`config.mk`:
```
export PLATFORM = sky130hd
export DESIGN_NAME = ccs_core_state
export DESIGN_NICKNAME = d
export VERILOG_FILES = /design/src/design/ccs_pkg.sv /design/src/design/ccs_core_state.sv
export SDC_FILE = /design/constraint.sdc
export NUM_CORES = 2
export LEC_CHECK = 0
export BUFFER_PORTS_ARGS = -buffer_cell sky130_fd_sc_hd__buf_2
export CORE_MARGIN = 8
export CORE_UTILIZATION = 62
export CTS_CLUSTER_SIZE = 10
export DETAILED_ROUTE_END_ITERATION = 8
export HOLD_SLACK_MARGIN = 0.06
export PLACE_DENSITY_LB_ADDON = 0.08
export SYNTH_ARGS = -nofsm -noshare
export SYNTH_HDL_FRONTEND = slang
export SYNTH_SLANG_ARGS = --single-unit
```
`constraint.sdc`:
```
create_clock -name clk_i -period 4.6 [get_ports clk_i]
set_input_delay 0.69 -clock clk_i [delete_from_list [all_inputs] [get_ports clk_i]]
set_output_delay 0.69 -clock clk_i [all_outputs]
set_load 0.01 [all_outputs]
```
`src/design/ccs_pkg.sv`:
```
// Purpose: shared constants and carriers for the core state register block
// Assumes: 32-bit data, register numbers 0..15 on the execution side
// Notes: special registers use coined select codes
package ccs_pkg;
  localparam int unsigned XLEN = 32;
  localparam logic [3:0] REG_SP = 4'hd;
  localparam logic [3:0] REG_LINK = 4'he;
  localparam logic [3:0] REG_PC = 4'hf;
  localparam logic [3:0] LOW_REG_LAST = 4'h7;
  localparam logic [3:0] HIGH_REG_LAST = 4'hc;
  // special register select codes
  localparam logic [3:0] SR_PSR_ALL = 4'h0;
  localparam logic [3:0] SR_APP = 4'h1;
  localparam logic [3:0] SR_EXCNUM = 4'h2;
  localparam logic [3:0] SR_EXEC = 4'h3;
  localparam logic [3:0] SR_MASK_ALL = 4'h4;
  localparam logic [3:0] SR_FAULT_MASK = 4'h5;
  localparam logic [3:0] SR_THRESH = 4'h6;
  localparam logic [3:0] SR_CONTROL = 4'h7;
  localparam logic [3:0] SR_MAIN_SP = 4'h8;
  localparam logic [3:0] SR_PROC_SP = 4'h9;
  // program status field layout
  localparam logic [31:0] APP_FIELD_MASK = 32'hf8000000;
  localparam logic [31:0] EXCNUM_FIELD_MASK = 32'h000001ff;
  localparam logic [31:0] EXEC_FIELD_MASK = 32'h0700fc00;
  localparam int unsigned EXEC_STATE_BIT = 24;
  localparam logic [31:0] PSR_RESET = 32'h01000000;
  localparam logic [31:0] SP_ALIGN_MASK = 32'hfffffffc;
  localparam logic [31:0] PC_ALIGN_MASK = 32'hfffffffe;
  localparam int unsigned THRESH_W = 9;
  localparam int unsigned CTRL_PRIV_BIT = 0;
  localparam int unsigned CTRL_STACK_BIT = 1;
  localparam logic [1:0] CTRL_RESET = 2'h0;
  localparam logic [31:0] SP_RESET = 32'h00000000;
  localparam logic [31:0] PC_RESET = 32'h00000000;
  // register bus addresses (special register file)
  localparam logic [3:0] BUS_SR_LAST = 4'h9;
  typedef enum logic [1:0] {
    CCS_EXC_NMI = 2'b00,
    CCS_EXC_HARD = 2'b01,
    CCS_EXC_OTHER = 2'b10,
    CCS_EXC_IRQ = 2'b11
  } ccs_exc_kind_t;
  typedef struct packed {
    logic valid;
    logic wide;
    logic [3:0] num;
    logic [31:0] data;
  } ccs_gpr_wr_t;
  typedef struct packed {
    logic valid;
    logic [3:0] sel;
    logic [31:0] data;
  } ccs_sr_wr_t;
  typedef struct packed {
    logic valid;
    ccs_exc_kind_t kind;
    logic [THRESH_W-1:0] prio;
  } ccs_exc_req_t;
endpackage : ccs_pkg

```
`src/design/ccs_core_state.sv`:
```
// Purpose: architectural register and mode state of the processor core
// Assumes: execution logic drives one gpr write, one special write per cycle
// Notes: software bus reaches special registers by select code as address
//
// What this block does
// - low registers reachable by every form
// - high registers only by 32-bit forms
// - process stack only user thread mode
// - stack pointer low two bits zero
// - call writes return address to link
// - program counter bit zero forced zero
// - app flags live in bits 27-31
// - exception number in bits 0-8
// - exec control in 10-15, 25-26
// - exec state bit stays one; clear faults
// - status parts accessed together or separately
// - global mask passes only nmi, hard fault
// - fault mask passes only nmi
// - threshold blocks irq of equal or lower urgency
// - zero threshold disables priority masking
// - control bit zero selects thread privilege
// - control bit one selects stack, handler zero
// - user write to protected state faults
// - handler mode privileged while servicing exception
module ccs_core_state
  import ccs_pkg::*;
#(
  parameter int unsigned GPR_COUNT = 13
) (
  input wire logic clk_i,
  input wire logic reset_i,
  input wire ccs_gpr_wr_t gpr_wr_i,
  input wire logic [3:0] gpr_rd_num_i,
  input wire logic gpr_rd_wide_i,
  input wire ccs_sr_wr_t sr_wr_i,
  input wire logic call_i,
  input wire logic [31:0] call_return_i,
  input wire logic pc_load_i,
  input wire logic [31:0] pc_next_i,
  input wire logic exc_enter_i,
  input wire logic [8:0] exc_num_i,
  input wire logic exc_return_i,
  input wire ccs_exc_req_t exc_req_i,
  input wire logic [3:0] bus_addr_i,
  input wire logic [31:0] bus_wdata_i,
  input wire logic bus_we_i,
  input wire logic bus_re_i,
  output logic [31:0] bus_rdata_o,
  output logic [31:0] gpr_rd_data_o,
  output logic gpr_rd_fault_o,
  output logic [31:0] program_counter_o,
  output logic [31:0] program_status_o,
  output logic handler_mode_o,
  output logic user_level_o,
  output logic exc_accept_o,
  output logic fault_o
);
  logic [31:0] gpr_q [GPR_COUNT];
  logic [31:0] gpr_d [GPR_COUNT];
  logic [31:0] main_sp_q, main_sp_d, proc_sp_q, proc_sp_d;
  logic [31:0] link_q, link_d, pc_q, pc_d, psr_q, psr_d;
  logic mask_all_q, mask_all_d, fault_mask_q, fault_mask_d;
  logic [THRESH_W-1:0] thresh_q, thresh_d;
  logic [1:0] ctrl_q, ctrl_d;
  logic handler_q, handler_d;
  logic user_q, user_d;
  logic [31:0] rdata_q, rdata_d, gpr_rd_q, gpr_rd_d;
  logic gpr_fault_q, gpr_fault_d, accept_q, accept_d, fault_q, fault_d;
  logic use_proc_sp, user_now, sr_we, gpr_ok, wr_fault;
  logic [3:0] sr_sel;
  logic [31:0] sr_data, sp_now;

  assign user_now = !handler_q && ctrl_q[CTRL_PRIV_BIT];
  assign use_proc_sp = !handler_q && ctrl_q[CTRL_STACK_BIT] && user_now;
  assign sp_now = use_proc_sp ? proc_sp_q : main_sp_q;
  // bus writes win the special port only when execution leaves it idle
  assign sr_we = sr_wr_i.valid || bus_we_i;
  assign sr_sel = sr_wr_i.valid ? sr_wr_i.sel : bus_addr_i;
  assign sr_data = sr_wr_i.valid ? sr_wr_i.data : bus_wdata_i;
  assign gpr_ok = gpr_wr_i.wide || gpr_wr_i.num <= LOW_REG_LAST;

  function automatic logic [31:0] sr_read(input logic [3:0] sel);
    logic [31:0] v;
    v = 32'h0;
    unique case (sel)
      SR_PSR_ALL: v = psr_q;
      SR_APP: v = psr_q & APP_FIELD_MASK;
      SR_EXCNUM: v = psr_q & EXCNUM_FIELD_MASK;
      SR_EXEC: v = psr_q & EXEC_FIELD_MASK;
      SR_MASK_ALL: v = {31'h0, mask_all_q};
      SR_FAULT_MASK: v = {31'h0, fault_mask_q};
      SR_THRESH: v = {{(32 - THRESH_W){1'b0}}, thresh_q};
      SR_CONTROL: v = {30'h0, ctrl_q};
      SR_MAIN_SP: v = main_sp_q;
      SR_PROC_SP: v = proc_sp_q;
      default: v = 32'h0;
    endcase
    return v;
  endfunction : sr_read

  always_comb begin
    for (int i = 0; i < GPR_COUNT; i++) begin
      gpr_d[i] = gpr_q[i];
    end
    main_sp_d = main_sp_q;
    proc_sp_d = proc_sp_q;
    link_d = link_q;
    pc_d = pc_q;
    psr_d = psr_q;
    mask_all_d = mask_all_q;
    fault_mask_d = fault_mask_q;
    thresh_d = thresh_q;
    ctrl_d = ctrl_q;
    handler_d = handler_q;
    wr_fault = 1'b0;
    // general writes
    if (gpr_wr_i.valid) begin
      if (!gpr_ok) begin
        wr_fault = 1'b1;
      end else if (gpr_wr_i.num <= HIGH_REG_LAST) begin
        gpr_d[gpr_wr_i.num] = gpr_wr_i.data;
      end else if (gpr_wr_i.num == REG_SP) begin
        if (use_proc_sp) begin
          proc_sp_d = gpr_wr_i.data & SP_ALIGN_MASK;
        end else begin
          main_sp_d = gpr_wr_i.data & SP_ALIGN_MASK;
        end
      end else if (gpr_wr_i.num == REG_LINK) begin
        link_d = gpr_wr_i.data;
      end
    end
    if (call_i) begin
      link_d = call_return_i;
    end
    if (pc_load_i) begin
      pc_d = pc_next_i & PC_ALIGN_MASK;
    end else if (gpr_wr_i.valid && gpr_ok && gpr_wr_i.num == REG_PC) begin
      pc_d = gpr_wr_i.data & PC_ALIGN_MASK;
    end
    // special register writes
    if (sr_we) begin
      if (user_now && sr_sel != SR_APP && sr_sel != SR_PSR_ALL) begin
        wr_fault = 1'b1;
      end else begin
        unique case (sr_sel)
          SR_PSR_ALL, SR_APP: begin
            // user level may change only the flag field
            if (user_now || sr_sel == SR_APP) begin
              psr_d = (psr_q & ~APP_FIELD_MASK) | (sr_data & APP_FIELD_MASK);
            end else begin
              psr_d = sr_data & (APP_FIELD_MASK | EXCNUM_FIELD_MASK | EXEC_FIELD_MASK);
              psr_d[EXEC_STATE_BIT] = 1'b1;
              if (!sr_data[EXEC_STATE_BIT]) begin
                wr_fault = 1'b1;
              end
            end
          end
          SR_EXCNUM: psr_d = (psr_q & ~EXCNUM_FIELD_MASK) | (sr_data & EXCNUM_FIELD_MASK);
          SR_EXEC: begin
            psr_d = (psr_q & ~EXEC_FIELD_MASK) | (sr_data & EXEC_FIELD_MASK);
            if (!sr_data[EXEC_STATE_BIT]) begin
              wr_fault = 1'b1;
            end
          end
          SR_MASK_ALL: mask_all_d = sr_data[0];
          SR_FAULT_MASK: fault_mask_d = sr_data[0];
          SR_THRESH: thresh_d = sr_data[THRESH_W-1:0];
          SR_CONTROL: begin
            ctrl_d[CTRL_PRIV_BIT] = sr_data[CTRL_PRIV_BIT];
            ctrl_d[CTRL_STACK_BIT] = handler_q ? 1'b0 : sr_data[CTRL_STACK_BIT];
          end
          SR_MAIN_SP: main_sp_d = sr_data & SP_ALIGN_MASK;
          SR_PROC_SP: proc_sp_d = sr_data & SP_ALIGN_MASK;
          default: ;
        endcase
      end
    end
    // exception entry and return
    if (exc_enter_i) begin
      handler_d = 1'b1;
      psr_d = (psr_d & ~EXCNUM_FIELD_MASK) | {23'h0, exc_num_i};
    end else if (exc_return_i) begin
      handler_d = 1'b0;
      psr_d = psr_d & ~EXCNUM_FIELD_MASK;
    end
    psr_d[EXEC_STATE_BIT] = 1'b1;
  end

  always_comb begin
    accept_d = 1'b0;
    if (exc_req_i.valid) begin
      unique case (exc_req_i.kind)
        CCS_EXC_NMI: accept_d = 1'b1;
        CCS_EXC_HARD: accept_d = !fault_mask_q;
        default: begin
          accept_d = !fault_mask_q && !mask_all_q;
          if (exc_req_i.kind == CCS_EXC_IRQ && thresh_q != '0 && exc_req_i.prio >= thresh_q) begin
            accept_d = 1'b0;
          end
        end
      endcase
    end
    rdata_d = bus_re_i ? sr_read(bus_addr_i) : 32'h0;
    gpr_rd_d = 32'h0;
    gpr_fault_d = 1'b0;
    if (!gpr_rd_wide_i && gpr_rd_num_i > LOW_REG_LAST && gpr_rd_num_i <= HIGH_REG_LAST) begin
      gpr_fault_d = 1'b1;
    end else if (gpr_rd_num_i <= HIGH_REG_LAST) begin
      gpr_rd_d = gpr_q[gpr_rd_num_i];
    end else if (gpr_rd_num_i == REG_SP) begin
      gpr_rd_d = sp_now;
    end else if (gpr_rd_num_i == REG_LINK) begin
      gpr_rd_d = link_q;
    end else begin
      gpr_rd_d = pc_q;
    end
    fault_d = wr_fault;
    // registered so the level output carries no combinational path
    user_d = !handler_d && ctrl_d[CTRL_PRIV_BIT];
  end

  always_ff @(posedge clk_i) begin
    if (reset_i) begin
      for (int i = 0; i < GPR_COUNT; i++) begin
        gpr_q[i] <= 32'h0;
      end
      main_sp_q <= SP_RESET;
      proc_sp_q <= SP_RESET;
      link_q <= 32'h0;
      pc_q <= PC_RESET;
      psr_q <= PSR_RESET;
      mask_all_q <= 1'b0;
      fault_mask_q <= 1'b0;
      thresh_q <= '0;
      ctrl_q <= CTRL_RESET;
      handler_q <= 1'b0;
      user_q <= 1'b0;
      rdata_q <= 32'h0;
      gpr_rd_q <= 32'h0;
      gpr_fault_q <= 1'b0;
      accept_q <= 1'b0;
      fault_q <= 1'b0;
    end else begin
      for (int i = 0; i < GPR_COUNT; i++) begin
        gpr_q[i] <= gpr_d[i];
      end
      main_sp_q <= main_sp_d;
      proc_sp_q <= proc_sp_d;
      link_q <= link_d;
      pc_q <= pc_d;
      psr_q <= psr_d;
      mask_all_q <= mask_all_d;
      fault_mask_q <= fault_mask_d;
      thresh_q <= thresh_d;
      ctrl_q <= ctrl_d;
      handler_q <= handler_d;
      user_q <= user_d;
      rdata_q <= rdata_d;
      gpr_rd_q <= gpr_rd_d;
      gpr_fault_q <= gpr_fault_d;
      accept_q <= accept_d;
      fault_q <= fault_d;
    end
  end

  assign bus_rdata_o = rdata_q;
  assign gpr_rd_data_o = gpr_rd_q;
  assign gpr_rd_fault_o = gpr_fault_q;
  assign program_counter_o = pc_q;
  assign program_status_o = psr_q;
  assign handler_mode_o = handler_q;
  assign user_level_o = user_q;
  assign exc_accept_o = accept_q;
  assign fault_o = fault_q;
endmodule : ccs_core_state

```
* Word-level counts from Yosys, hierarchy flattened
Memories as Yosys holds them, arrays and structs flattened.
Index checks and enable logic that the tools add are counted.
** Word-level totals
- Bits in registers :: 241
- Logic and storage cells :: 195
- Output and inout port bits :: 133
- Input port bits :: 209
- Memories kept :: 1
- RAM bits :: 416
** Memories
- gpr_q :: words 13, width 32, rd ports 14, clocked after memory_dff 0, wr ports 13, line ccs_core_state.sv:58 : logic [31:0] gpr_q [GPR_COUNT];
** Operators by class
- $lt $le $gt $ge :: 7
- Muxes and demuxes :: 75
- Eq/ne operators :: 29
- Reductions and logical operators :: 43
- Bitwise operators :: 21
** Operators by type and width (number)
- 2-to-1 mux 32 bit :: 47
- 2-to-1 mux 416 bit :: 3
- bitwise mux 416 bit :: 1
- case mux 32 bit (10 select lines) :: 1
- demux 32 bit (select 4 bit) :: 1
- case mux 32 bit (3 select lines) :: 1
- OR 32 x 9 -> 32 bit :: 2
- == test 4 bit, second input constant :: 9
- == test 4 x 3 -> 1 bit, second input constant :: 8
- OR 27 x 32 -> 32 bit :: 1
- OR 32 x 27 -> 32 bit :: 1
- 2-to-1 mux 1 bit :: 17
- == test 4 x 2 -> 1 bit, second input constant :: 4
- AND reduction 3 bit :: 5
- logical AND 1 bit :: 14
- OR 1 bit :: 13
- greater-or-equal comparator 9 bit :: 1
- 2-to-1 mux 9 bit :: 1
- nonzero test 9 bit :: 1
- == test 4 x 1 -> 1 bit, second input constant :: 2
- less-or-equal comparator 4 bit, second input constant :: 2
- zero test 4 bit :: 2
- nonzero test 2 bit :: 4
- OR reduction 2 bit :: 4
- 20 further kinds :: 30

* Depth between registers and ports, before layout
- Word-level depth :: 11
- Depth in mapped cells :: 9
- Depth with buffers taken out :: 6

* Worst setup path after synthesis
OpenSTA, ideal clock, no wires.
- Path type :: input to register
- From :: in gpr_rd_num_i[0]
- To :: reg gpr_rd_q[3], in the netlist gpr_rd_data_o[3]
- Setup slack :: 2409 ps
- Data arrival time :: 2034 ps
- Data required time :: 4443 ps
- Setup time :: 157 ps
- Buffers on the path :: 2
- Cell stages on the path :: 6
- Path through :: buf_6 > buf_4 > mux4_2 > mux2_2 > o22ai_1 > a2111oi_2
** On the way
- Cells in the longest elaborated chain, start to end :: 4
- Elaborated cells on any way between the ends :: 11
- Classes of those cells :: 2 x order compare; 2 x eq/ne; 3 x mux; 3 x reduce/logical; 1 x memory
** Ends and longest elaborated chain
- start: declaration :: line ccs_core_state.sv:33 : input wire logic [3:0] gpr_rd_num_i,
- > comparator 4 x 3 -> 1 bit or == test 4 bit (tied branches) :: line ccs_core_state.sv:206, ccs_core_state.sv:212
- logical AND 1 bit or 2-to-1 mux 32 bit (tied branches) :: line ccs_core_state.sv:206, ccs_core_state.sv:212
- logical AND 1 bit or 2-to-1 mux 32 bit (tied branches) :: line ccs_core_state.sv:206, ccs_core_state.sv:210
- OR reduction 2 bit (no source line) or 2-to-1 mux 32 bit (tied branches)
- end signal: assignment :: line ccs_core_state.sv:259 : gpr_rd_q <= gpr_rd_d;
- end: declaration :: line ccs_core_state.sv:67 : logic [31:0] rdata_q, rdata_d, gpr_rd_q, gpr_rd_d;
Several ways; a longest one is shown, not always the timed one.
A chain may end at the register's enable or synchronous reset.

* Worst setup path after layout
- From :: in sr_wr_i[36] (netlist name)
- To :: reg psr_q[23], in the netlist program_status_o[23]
** On the way
- Cells in the longest elaborated chain, start to end :: 9
- Elaborated cells on any way between the ends :: 18
- Classes of those cells :: 4 x eq/ne; 6 x mux; 1 x bitwise; 7 x reduce/logical
** Ends and longest elaborated chain
- start: declaration :: line ccs_core_state.sv:35 : input wire ccs_sr_wr_t sr_wr_i,
- 2-to-1 mux 4 bit :: line ccs_core_state.sv:78 : assign sr_sel = sr_wr_i.valid ? sr_wr_i.sel : bus_addr_i;
- == test 4 x 1 -> 1 bit :: line ccs_core_state.sv:145, ccs_core_state.sv:148
- logical OR 1 bit :: line ccs_core_state.sv:148 : if (user_now || sr_sel == SR_APP) begin
- 2-to-1 mux 32 bit :: line ccs_core_state.sv:148
- case mux 32 bit (3 select lines) :: line ccs_core_state.sv:145 : unique case (sr_sel)
- 2-to-1 mux 32 bit :: line ccs_core_state.sv:142 : if (user_now && sr_sel != SR_APP && sr_sel != SR_PSR_ALL) begin
- 2-to-1 mux 32 bit * :: line ccs_core_state.sv:141 : if (sr_we) begin
- OR 32 x 9 -> 32 bit :: line ccs_core_state.sv:181 : psr_d = (psr_d & ~EXCNUM_FIELD_MASK) | {23'h0, exc_num_i};
- 2-to-1 mux 32 bit * :: line ccs_core_state.sv:179 : if (exc_enter_i) begin
- end signal: assignment :: line ccs_core_state.sv:251 : psr_q <= psr_d;
- end: declaration :: line ccs_core_state.sv:61 : logic [31:0] link_q, link_d, pc_q, pc_d, psr_q, psr_d;
Mark *: on every way between the ends. The rest lies on a longest branch, timed or not. The select of a mux whose other input is x is not followed.

==> impl_metrics.ini <==
[status]
status = complete, no violations

[global_routing]
antenna_found_initial = 4
grt_pass1_vias = 27130
track_usage_pct = 34.42
grt_pass1_wl_um = 153800
grt_max_degree = 228
overflow = 0

[clock_network]
postCtsResizedCells = 0
post_cts_buffers = 0
clkSinkCount = 656
htreeDepth = 3
cts_buffers = 76
clk_pin_slew_ns = 0.05
cts_tree = done
clk_latency_ns = 0.61
clock_path_buffers = 3
postCtsHoldBufs = 0
root_buffer = clkbuf_16

[logic_synthesis]
yosys_warnings = 0
synth_fp_nets = 3688
syn_avg_cell_area_um2 = 8.693
syn_area_um2 = 30160
synth_area_leaders = dfxtp_1 44%, nand2_1 11%, a21oi_1 7.8%
yosysTopAreaCell = dfxtp_1
ys_ff_latch = 656
synth_edf_count = 0
synthCells = 3470
synthFlopType = dfxtp_1
async_reset_ff_share_pct = 0
synth_top_area_share_pct = 43.54
ys_types = 78
ys_seq_area_share_pct = 43.54

[timing]
timing.fmax_mhz = 374.9
finalHoldViolCount = 0
slew_violations = 0
fin_skew_ns = 0.01791
max_slew.worst_pin.slew_ns = 1.276
fin_crit_sh_pct = 57.98
period_minus_slack_ns = 2.667
rsz0062_at_grt = false
setup_viol = 0
relSlewSlack_pct = 14.24
fin_tns_setup_ns = 0

[floorplan]
die_h_um = 236.6
row_count = 81
die_area_um2 = 55970
start_util_pct = 62.27
io_pins = 342
fp.dieW_um = 236.6
core-area_um2 = 48440

[critical_path]
max_stage_delay_ns = 0.99
reg2reg_slack_ns = 2.11
path_max_fanout = 22
cp-start-kind = input port
crit_path_top_delay_cell = mux2i_1
critPathBufInv = 1
crit_chain = buf_2, mux2i_1, nand2_1, o21ba_2, and2_1
setup.worst_path.class = in2reg
cp.arrival_ns = 3.17
required_ns = 5.10
crit_family = multiplexers
end_kind = flop

[cells_and_area]
multi_input_area_um2 = 15320
drive_gt1_share_pct = 20.65
regArea_um2 = 13130
fin_nets = 3803
most-common-layout-cells = 917 x nand2_1, 656 x dfxtp_1, 472 x a21oi_1
area_growth_pct = 11.30
utilization_pct = 69.30
final_common_cell = nand2_1
fillers = 3868

[route]
vias_per_cell = 6.393
ant_nets = 0
first_pass_iters = 8
wl_per_cell_um = 23.52
wl_met1_um = 38400
wl_met3_um = 8011
first_iter_violations = 3119
highest_layer = met5
routed-via-count = 26990
met2_length_um = 46730
drt_wl_total_um = 99290
drc = 0

[power]
power_leakage_nw = 12.11
fin_total_pwr_mw = 12.40
ir_drop_v = 0.0002823
powerDensity_nw_per_um2 = 369.4

[placement]
hpwlAfterDp_um = 63810
gp_congestion = 0.9183
port_buffers = 338

[flow_run]
maxCapViolations = 0

[hold_path]
min_path_type = in2reg
-- worst register-to-register path: stages (launching register included) --
cell      delay (ns)
dfxtp_1         0.39
nand2b_2        0.29
o32ai_4         0.29
buf_4           0.63
or2_1           0.25
buf_4           0.34
a211oi_2        0.14
-- synthesized netlist by cell type (18+ instances only) --
cell	n
clkbuf_1	225
a222oi_1	29
mux2_2	63
mux2i_1	188
o22ai_1	28
nand3_1	26
nand2_1	917
a211oi_2	60
a211oi_1	77
and3_1	40
buf_2	76
o21ai_0	24
buf_6	26
mux4_2	80
nor2_1	120
a21oi_1	472
dfxtp_1	656
nor3_1	119
buf_4	18
-- cells by family after synthesis --
logic type,after synthesis,share of synthesized area [%]
buffers and inverters,378,5.952
DFF,656,43.54
muxes,333,14.66
adders and majority gates,9,0.3733
xor gates and xnor gates,2,0.05808
and+or+nand+nor,1301,18.23
AOI/OAI and AO/OA,789,17.16
other,2,0.02490
-- registers in the layout (all words and copies together), names as in the netlist, 31 cells and up --
signal             count
gpr_rd_data_o         32
bus_rdata_o           32
link_q                32
gpr_q                416
main_sp_q             32
program_status_o      31
program_counter_o     31
proc_sp_q             32
-- per-stage QoR --
stage,instances,setup WS (ns),hold WS (ns),area [um2]
floorplan,3470,2.409,0.4329,30160
global placement,4129,1.508,0.4379,31500
detailed placement,4129,1.469,0.4428,31500
CTS,4220,2.089,0.2695,33570
global route,4222,1.833,0.2896,33570
finish,4222,1.933,0.2921,33570
-- path summary, 6_finish.rpt --
check / from / end / depth (start not counted)
min reg2reg: gpr_q[10][31] / gpr_q[10][31] / 2
max: sr_wr_i[36] / program_status_o[23] / 5
max reg2reg: handler_mode_o / proc_sp_q[26] / 6
min: exc_num_i[0] / program_status_o[0] / 3
-- routing by layer --
metal	global-route usage (%)	vias to the layer above
li1	-	12270
met1	43.15	12980
met2	55.99	1431
met3	5.231	314
met4	20.41	4
met5	0	-
-- where the power goes --
part | leakage, nW | switching (mW) | total [mW] | internal [mW]
Combinational | 5.78 | 0.767 | 1.17 | 0.399
Clock | 1.02 | 2.25 | 5.33 | 3.08
Sequential | 5.32 | 0.0928 | 5.91 | 5.82
-- cell type report --
type | instances | share of cell area (%)
Clock buffer | 84 | 5.911
Antenna cell | 2 | 0.01491
Inverter | 17 | 0.1901
Timing Repair Buffer | 398 | 6.567
Tap cell | 622 | 2.318
Multi-Input combinational cell | 2436 | 45.62
Sequential cell | 656 | 39.12
Clock inverter | 7 | 0.2572
Note: power is estimated with default switching activity, not from simulation.
